$ cat src/logic/sram_mask_defines.vh
`ifndef SRAM_MASK_DEFINES_VH
`define SRAM_MASK_DEFINES_VH

// ---------------------------------------------------------------
// Register byte offsets
// ---------------------------------------------------------------
`define REG_CTRL 8'h00
`define REG_STATUS 8'h04
`define REG_PEEK_ADDR 8'h08
`define REG_PEEK_LO 8'h0C
`define REG_PEEK_HI 8'h10

// ---------------------------------------------------------------
// Control fields and reset values
// ---------------------------------------------------------------
`define CTRL_ORG_LSB 0
`define CTRL_ORG_MSB 1
`define CTRL_HOLD_BIT 2
`define CTRL_ORG_RESET 2'h3
`define CTRL_HOLD_RESET 1'h0
`define PEEK_ADDR_RESET 5'h00

// ---------------------------------------------------------------
// Status fields
// ---------------------------------------------------------------
`define STAT_BEATS_LSB 0
`define STAT_DROPS_LSB 8
`define STAT_PENDING_BIT 16
`define STAT_STATE_LSB 17

// ---------------------------------------------------------------
// Organisations
// ---------------------------------------------------------------
`define ORG_X8 2'h0
`define ORG_X9 2'h1
`define ORG_X18 2'h2
`define ORG_X36 2'h3

// ---------------------------------------------------------------
// Bus responses and sizes
// ---------------------------------------------------------------
`define RESP_OKAY 2'h0
`define RESP_SLVERR 2'h2
`define DATA_W 36
`define ADDR_W 4
`define ENTRY_W 47

`endif

$ cat src/logic/sram_byte_write_mask.v
`timescale 1ns/1ps
`include "sram_mask_defines.vh"

// Contract
// - First beat follows the address cycle, second beat the next edge.
// - Lane selects only act on beats of a properly started write.
// - Selects are sampled per beat and may differ between beats.
// - x8/x18: both selects low write the whole beat.
// - x8: select0 low, select1 high writes bits 3..0 only.
// - x8: select0 high, select1 low writes bits 7..4 only.
// - x18: select0 low, select1 high writes bits 8..0 only.
// - x18: select0 high, select1 low writes bits 17..9 only.
// - x8/x18: both selects high write nothing for that beat.
// - x9: single select low writes bits 8..0.
// - x9: single select high suppresses the beat's write.
// - x36: all four selects low write bits 35..0.
// - x36: each select gates its own nine-bit lane.
// - x36: all four selects high write nothing.
module sram_byte_write_mask
(
    // Clock and reset
    input wire aclk,
    input wire aresetn,
    // AXI4-Lite write address and data
    input wire awvalid,
    output wire awready,
    input wire [7:0] awaddr,
    input wire [2:0] awprot,
    input wire wvalid,
    output wire wready,
    input wire [31:0] wdata,
    input wire [3:0] wstrb,
    // AXI4-Lite write response
    output reg bvalid,
    input wire bready,
    output reg [1:0] bresp,
    // AXI4-Lite read
    input wire arvalid,
    output wire arready,
    input wire [7:0] araddr,
    input wire [2:0] arprot,
    output reg rvalid,
    input wire rready,
    output reg [31:0] rdata,
    output reg [1:0] rresp,
    // Memory write pins
    input wire load_strobe_n,
    input wire read_write_n,
    input wire [3:0] wr_addr,
    input wire [35:0] wr_data,
    input wire [3:0] byte_lane_write_select_n,
    input wire [1:0] nibble_lane_write_select_n,
    output wire beat_ready
);

    // -----------------------------------------------------------
    // Write cycle sequencer
    // -----------------------------------------------------------
    localparam ST_IDLE = 3'b001;
    localparam ST_BEAT0 = 3'b010;
    localparam ST_BEAT1 = 3'b100;

    reg [2:0] state;
    reg [2:0] next_state;
    reg [3:0] burst_addr;
    reg [1:0] org;
    reg hold;
    reg [4:0] peek_addr;
    reg [7:0] beat_cnt;
    reg [7:0] drop_cnt;
    reg push_valid;
    reg [`ENTRY_W-1:0] push_data;
    wire start;
    wire in_beat;
    wire [3:0] beat_sel_n;

    assign start = !load_strobe_n && !read_write_n;

    always @*
    begin
        case (state)
            ST_IDLE: next_state = start ? ST_BEAT0 : ST_IDLE;
            ST_BEAT0: next_state = ST_BEAT1;
            ST_BEAT1: next_state = start ? ST_BEAT0 : ST_IDLE;
            default: next_state = ST_IDLE;
        endcase
    end

    // Address taken only when a new write may start
    always @(posedge aclk)
    begin
        if (!aresetn)
        begin
            state <= ST_IDLE;
            burst_addr <= 4'h0;
        end
        else
        begin
            state <= next_state;
            if (start && (state == ST_IDLE || state == ST_BEAT1))
                burst_addr <= wr_addr;
        end
    end

    // -----------------------------------------------------------
    // Beat capture
    // -----------------------------------------------------------
    // Outside the beats the selects are never sampled
    assign in_beat = (state == ST_BEAT0) || (state == ST_BEAT1);

    // x8 takes its two lanes from the nibble selects
    assign beat_sel_n = (org == `ORG_X8) ?
        {2'b11, nibble_lane_write_select_n} : byte_lane_write_select_n;

    // Entry: org, address, beat, data, selects
    always @(posedge aclk)
    begin
        if (!aresetn)
        begin
            push_valid <= 1'b0;
            push_data <= {`ENTRY_W{1'b0}};
        end
        else
        begin
            push_valid <= in_beat;
            if (in_beat)
                push_data <= {org, burst_addr, state == ST_BEAT1,
                              wr_data, beat_sel_n};
        end
    end

    // -----------------------------------------------------------
    // Beat buffer and array
    // -----------------------------------------------------------
    wire buf_ready;
    wire out_valid;
    wire out_ready;
    wire [`ENTRY_W-1:0] out_data;
    wire [1:0] org_o;
    wire [4:0] idx_o;
    wire [35:0] data_o;
    wire [3:0] sel_o;
    wire [35:0] bit_en;
    wire drain;
    reg [35:0] mem [0:31];

    beat_buffer #(
        .W(`ENTRY_W)
    )
    u_buf
    (
        .aclk(aclk),
        .aresetn(aresetn),
        .in_valid(push_valid),
        .in_ready(buf_ready),
        .in_data(push_data),
        .out_valid(out_valid),
        .out_ready(out_ready),
        .out_data(out_data)
    );

    assign beat_ready = buf_ready;
    // Hold stalls the drain so the buffer can really fill
    assign out_ready = !hold;
    assign drain = out_valid && out_ready;
    assign org_o = out_data[46:45];
    assign idx_o = out_data[44:40];
    assign data_o = out_data[39:4];
    assign sel_o = out_data[3:0];

    genvar i;
    generate
        for (i = 0; i < 36; i = i + 1)
        begin : g_bit
            localparam integer L8 = (i < 4) ? 0 : 1;
            localparam integer L36 = i / 9;
            localparam integer L18 = (i < 18) ? i / 9 : 0;
            localparam [0:0] IN8 = (i < 8);
            localparam [0:0] IN9 = (i < 9);
            localparam [0:0] IN18 = (i < 18);
            assign bit_en[i] =
                (org_o == `ORG_X8) ? IN8 && !sel_o[L8] :
                (org_o == `ORG_X9) ? IN9 && !sel_o[0] :
                (org_o == `ORG_X18) ? IN18 && !sel_o[L18] :
                !sel_o[L36];
        end
    endgenerate

    // Unselected bits keep their stored value
    always @(posedge aclk)
    begin
        if (drain)
            mem[idx_o] <= (mem[idx_o] & ~bit_en)
                | (data_o & bit_en);
    end

    always @(posedge aclk)
    begin
        if (!aresetn)
        begin
            beat_cnt <= 8'h00;
            drop_cnt <= 8'h00;
        end
        else
        begin
            if (drain)
                beat_cnt <= beat_cnt + 8'h01;
            if (push_valid && !buf_ready)
                drop_cnt <= drop_cnt + 8'h01;
        end
    end

    // -----------------------------------------------------------
    // AXI4-Lite slave
    // -----------------------------------------------------------
    reg aw_held;
    reg w_held;
    reg [7:0] aw_q;
    reg [31:0] wd_q;
    reg [3:0] ws_q;
    reg [31:0] rd_mux;
    reg rd_ok;
    reg wr_ok;
    wire do_write;
    wire [7:0] aw_word;
    wire [7:0] ar_word;
    wire [35:0] peek_word;

    assign awready = !aw_held && !bvalid;
    assign wready = !w_held && !bvalid;
    assign arready = !rvalid;
    assign do_write = aw_held && w_held;
    assign aw_word = {aw_q[7:2], 2'b00};
    assign ar_word = {araddr[7:2], 2'b00};
    assign peek_word = mem[peek_addr];

    always @*
    begin
        wr_ok = (aw_word == `REG_CTRL) || (aw_word == `REG_STATUS)
            || (aw_word == `REG_PEEK_ADDR) || (aw_word == `REG_PEEK_LO)
            || (aw_word == `REG_PEEK_HI);
    end

    always @*
    begin
        rd_ok = 1'b1;
        rd_mux = 32'h00000000;
        case (ar_word)
            `REG_CTRL:
                rd_mux = {29'h0, hold, org};
            `REG_STATUS:
                rd_mux = {12'h000, state, out_valid, drop_cnt, beat_cnt};
            `REG_PEEK_ADDR:
                rd_mux = {27'h0, peek_addr};
            `REG_PEEK_LO:
                rd_mux = peek_word[31:0];
            `REG_PEEK_HI:
                rd_mux = {28'h0, peek_word[35:32]};
            default:
                rd_ok = 1'b0;
        endcase
    end

    // Address and data may arrive in either order
    always @(posedge aclk)
    begin
        if (!aresetn)
        begin
            aw_held <= 1'b0;
            w_held <= 1'b0;
            aw_q <= 8'h00;
            wd_q <= 32'h00000000;
            ws_q <= 4'h0;
            bvalid <= 1'b0;
            bresp <= `RESP_OKAY;
            org <= `CTRL_ORG_RESET;
            hold <= `CTRL_HOLD_RESET;
            peek_addr <= `PEEK_ADDR_RESET;
        end
        else
        begin
            if (awvalid && awready)
            begin
                aw_held <= 1'b1;
                aw_q <= awaddr;
            end
            if (wvalid && wready)
            begin
                w_held <= 1'b1;
                wd_q <= wdata;
                ws_q <= wstrb;
            end
            if (do_write)
            begin
                aw_held <= 1'b0;
                w_held <= 1'b0;
                bvalid <= 1'b1;
                bresp <= wr_ok ? `RESP_OKAY : `RESP_SLVERR;
                if (aw_word == `REG_CTRL && ws_q[0])
                begin
                    org <= wd_q[`CTRL_ORG_MSB:`CTRL_ORG_LSB];
                    hold <= wd_q[`CTRL_HOLD_BIT];
                end
                if (aw_word == `REG_PEEK_ADDR && ws_q[0])
                    peek_addr <= wd_q[4:0];
            end
            else if (bvalid && bready)
                bvalid <= 1'b0;
        end
    end

    always @(posedge aclk)
    begin
        if (!aresetn)
        begin
            rvalid <= 1'b0;
            rdata <= 32'h00000000;
            rresp <= `RESP_OKAY;
        end
        else if (arvalid && arready)
        begin
            rvalid <= 1'b1;
            rdata <= rd_mux;
            rresp <= rd_ok ? `RESP_OKAY : `RESP_SLVERR;
        end
        else if (rvalid && rready)
            rvalid <= 1'b0;
    end

endmodule // sram_byte_write_mask

$ cat src/logic/beat_buffer.v
`timescale 1ns/1ps

// Two-entry buffer; a stalled drain side loses no word
module beat_buffer #(
    parameter W = 47
)
(
    // Clock and reset
    input wire aclk,
    input wire aresetn,
    // Fill side
    input wire in_valid,
    output wire in_ready,
    input wire [W-1:0] in_data,
    // Drain side
    output wire out_valid,
    input wire out_ready,
    output wire [W-1:0] out_data
);

    reg [W-1:0] slot0;
    reg [W-1:0] slot1;
    reg wr_ptr;
    reg rd_ptr;
    reg [1:0] count;
    wire push;
    wire pop;

    assign in_ready = (count != 2'h2);
    assign out_valid = (count != 2'h0);
    assign out_data = rd_ptr ? slot1 : slot0;
    assign push = in_valid && in_ready;
    assign pop = out_valid && out_ready;

    always @(posedge aclk)
    begin
        if (!aresetn)
        begin
            wr_ptr <= 1'b0;
            rd_ptr <= 1'b0;
            count <= 2'h0;
        end
        else
        begin
            if (push)
                wr_ptr <= ~wr_ptr;
            if (pop)
                rd_ptr <= ~rd_ptr;
            if (push && !pop)
                count <= count + 2'h1;
            else if (pop && !push)
                count <= count - 2'h1;
        end
    end

    // Slots need no reset; count guards their use
    always @(posedge aclk)
    begin
        if (push && !wr_ptr)
            slot0 <= in_data;
        if (push && wr_ptr)
            slot1 <= in_data;
    end

endmodule // beat_buffer

$ cat config.mk
export PLATFORM = sky130hd
export DESIGN_NAME = sram_byte_write_mask
export DESIGN_NICKNAME = d
export VERILOG_FILES = /design/src/logic/sram_byte_write_mask.v /design/src/logic/beat_buffer.v
export VERILOG_INCLUDE_DIRS = /design/src /design/src/logic
export SDC_FILE = /design/constraint.sdc
export NUM_CORES = 2
export LEC_CHECK = 0
export BUFFER_PORTS_ARGS = -buffer_cell sky130_fd_sc_hd__buf_2
export CAP_MARGIN = 20
export CORE_MARGIN = 2
export CORE_UTILIZATION = 55
export DETAILED_ROUTE_END_ITERATION = 16
export PLACE_DENSITY = 0.74
export SETUP_SLACK_MARGIN = 0.5
export SLEW_MARGIN = 20
export SYNTH_ARGS = -nofsm -noshare
export SYNTH_HDL_FRONTEND = slang
export SYNTH_SLANG_ARGS = --single-unit
$ cat constraint.sdc
create_clock -name aclk -period 4 [get_ports aclk]
set_input_delay 0.2 -clock aclk [delete_from_list [all_inputs] [get_ports aclk]]
set_output_delay 0.2 -clock aclk [all_outputs]
set_load 0.02 [all_outputs]
==> results.sh <==
export IMPL_fp_coreArea_um2=111000
export IMPL_maxSlewHeadroom=0.185
export IMPL_ys_seq_elements=1384
export IMPL_power_density_nw_per_um2=509
export IMPL_ios=155
export IMPL_rows=122
export IMPL_synth_top_cell_area_share=0.609
export IMPL_finalClockSkew_ns=0.0296
export IMPL_status="finished, final reports clean"
export IMPL_gr_max_usage_layer="met2"
export IMPL_finalSetupViolCount=0
export IMPL_setup_ws_ns=0.548
export IMPL_drt_initial_drc_count=5970
export IMPL_clkTransAtPathRegs_ns=0.06
export IMPL_synth_area_um2=61500
export IMPL_final_hold_violation_count=0
export IMPL_comb_power_share=0.145
export IMPL_use_met1=0.444
export IMPL_synth_top_area_cell="edfxtp_1"
export IMPL_drc=0
export IMPL_yosysSeqAreaShare=0.653
export IMPL_p_seq_frac=0.488
export IMPL_netlist_top_cells_count="edfxtp_1, mux4_2, mux2i_1"
export IMPL_antenna_found_initial=2
export IMPL_fin_crit_sh=0.863
export IMPL_p_sw_uw=9120
export IMPL_grt_use_met3=0.0683
export IMPL_clockPowerShare=0.367
export IMPL_place_congestion=0.905
export IMPL_nets=3868
export IMPL_ys_top_cells_by_area="edfxtp_1, mux4_2, dfxtp_1, mux2i_1, nand2_1"
export IMPL_ir_worst_vdd_mv=0.488
export IMPL_crit_fanout=34
export IMPL_die_y_um=338
export IMPL_hpwl_um=113000
export IMPL_cts_tree="done"
export IMPL_ys_warn_count=0
export IMPL_hold_worst_slack_ns=0.0637
export IMPL_cap_violations=0
export IMPL_clk_latency_ns=0.77
export IMPL_postRouteAntennaNets=0
export IMPL_vias=38080
export IMPL_ys_flop_type="edfxtp_1"
export IMPL_clock_sinks=1384
export IMPL_sw_frac_of_total=0.252
export IMPL_die_x_um=338
export IMPL_grtUsageTotal=0.325
export IMPL_ys_types=61
export IMPL_htreeDepth=4
export IMPL_rsz0062_at_grt="yes"
export IMPL_total_power_uw=36200
export IMPL_die_area_um2=114000
export IMPL_endpoint_kind="flip-flop"
export IMPL_via_per_inst=7.11
export IMPL_cts_buffers=142
export IMPL_clk_path_buf_depth=3
export IMPL_synth_most_common_cell="edfxtp_1"
export IMPL_syn_to_final_growth_pct=15.6
export IMPL_fin_cells=5356
export IMPL_met2_usage=0.483
export IMPL_hold_class="in -> reg"
export IMPL_fill_cells=7427
export IMPL_pre_cts_ws_ns=0.443
export IMPL_wl_per_cell_um=34.9
export IMPL_syn_avg_cell_area_um2=18.0
export IMPL_drv_slew=0
export IMPL_synthCells=3409
export IMPL_grt_start_max_net_pins=71
export IMPL_port_buffer_count=112
export IMPL_worstSetupPathType="reg -> reg"
export IMPL_crit_required_ns=4.55
export IMPL_grt_ovfl_total=0
export IMPL_fmax_ghz=0.290
export IMPL_drive_gt1_frac=0.310
export IMPL_synth_edff_count=1246
export IMPL_tightest_slew_ns=1.22
export IMPL_final_setup_tns_ns=0
export IMPL_dr_pass1_iters=8
export IMPL_cp_arrival_ns=4.00
export IMPL_grt_pass1_vias=37762
export IMPL_grt_pass1_wl_um=266000
export IMPL_cp_start_kind="flip-flop"
export IMPL_initial_core_util=0.555
export IMPL_p_leak_uw=0.0227
export IMPL_intPower_uw=27100
export IMPL_fin_crit_ns=3.45
export IMPL_cts_root_buf="clkbuf_16"
export IMPL_async_flop_share=0
export IMPL_dp_cells=5024
export IMPL_drt_total_wl_um=187000
## path summary, 6_finish.rpt
check | startpoint | endpoint | slack (ns) | depth (start not counted)
setup / recovery | u_buf.rd_ptr | mem[6][24] | 0.55 | 8
hold / removal | wvalid | w_held | 0.06 | 4
setup reg to reg | u_buf.rd_ptr | mem[6][24] | 0.55 | 8
hold reg to reg | rdata[31] | rdata[31] | 0.44 | 2
## registers in the layout (all words and copies together) (netlist names), 4 cells and up, named ones only
| name | cells |
|---|---|
| u_buf.slot0 | 47 |
| u_buf.slot1 | 47 |
| push_data | 47 |
| mem | 1152 |
| peek_addr | 5 |
| aw_q | 6 |
| wd_q | 5 |
| burst_addr | 4 |
| drop_cnt | 8 |
| beat_cnt | 8 |
| rdata | 32 |
## layout make-up
class / instances / area, um^2 / share of cell area
clock buffer: 184 / 3950 / 0.0556
multi-input combinational: 1773 / 20500 / 0.289
inverter: 13 / 51.3 / 0.000722
tap: 1488 / 1860 / 0.0262
clock inverter: 74 / 723 / 0.0102
timing repair buffer: 438 / 3770 / 0.0530
antenna: 2 / 5.00 / 0.0000704
sequential: 1384 / 40200 / 0.566
## layout by cell type (no fill, tap or decap), types with 10 or more instances in the layout
cell type	count
clkinv_2	25
nor2_4	29
clkinv_1	28
nand3_1	30
and3_1	13
mux4_2	511
nor3_1	15
buf_12	46
mux2_2	34
dfxtp_1	133
o21ai_0	38
nand2_1	236
a222oi_1	18
a31oi_1	22
inv_1	10
a21oi_1	92
dlygate4sd3_1	65
clkbuf_16	149
nand4_1	16
xor2_1	14
nor2_1	82
a221oi_1	23
buf_2	112
edfxtp_1	1246
clkbuf_1	26
a211oi_1	17
o22ai_1	33
buf_4	214
a2111oi_0	22
mux2i_1	252
a22oi_1	96
a22o_1	32
bufinv_16	11
nor2b_1	21
## logic make-up after synthesis
family | synth area share
buffers and inverters | 0.0206
AO/OA/AOI/OAI | 0.0512
XOR/XNOR | 0.00271
other | 0.0000610
flip-flops | 0.653
adder cells (fa/ha/maj) | 0.000611
AND/OR/NAND/NOR | 0.0363
multiplexers | 0.235
## critical path, stage by stage (launching register included)
cell and delay [ns]:
dfxtp_4 0.63, buf_4 0.57, nor2b_1 0.16, a211oi_4 0.62
buf_4 0.43, a2111oi_0 0.11, and3_1 0.21, a22oi_1 0.17
buf_4 0.31
## layer usage
layer / vias up / share of wire / wire length (um)
met4: 0 / 0.072 / 13500
met2: 2995 / 0.45 / 84600
met1: 19529 / 0.35 / 64600
li1: 14982 / - / -
met5: - / 0 / 0
met3: 574 / 0.13 / 24200
## power groups by stage
stage	Clock, uW	Combinational, uW	Sequential [uW]
5_1_grt	13900	5500	17700
2_1_floorplan	0	3040	17900
4_1_cts	13400	5110	17700
3_5_place_dp	0	5020	18000
6_report	13300	5230	17700
3_3_place_gp	0	4910	17900
## metrics by stage
| step | cell area [um^2] | util |
|---|---|---|
| after global placement | 65500 | 0.591 |
| after global routing | 71000 | 0.641 |
| after floorplan | 61500 | - |
| after detailed placement | 65500 | 0.591 |
| after CTS | 70900 | 0.640 |
| final | 71100 | 0.641 |
## timing repair
item | CTS | global route
endpoints found under the hold margin | 65 | 0
setup endpoints to repair | 200 | 362
buffers inserted | 0 | 4
gates cloned | 1 | 0
resized for setup | 2 | 3
pin swaps | 0 | 1
hold buffers | 65 | 0
Note: power is estimated with default switching activity, not from simulation.
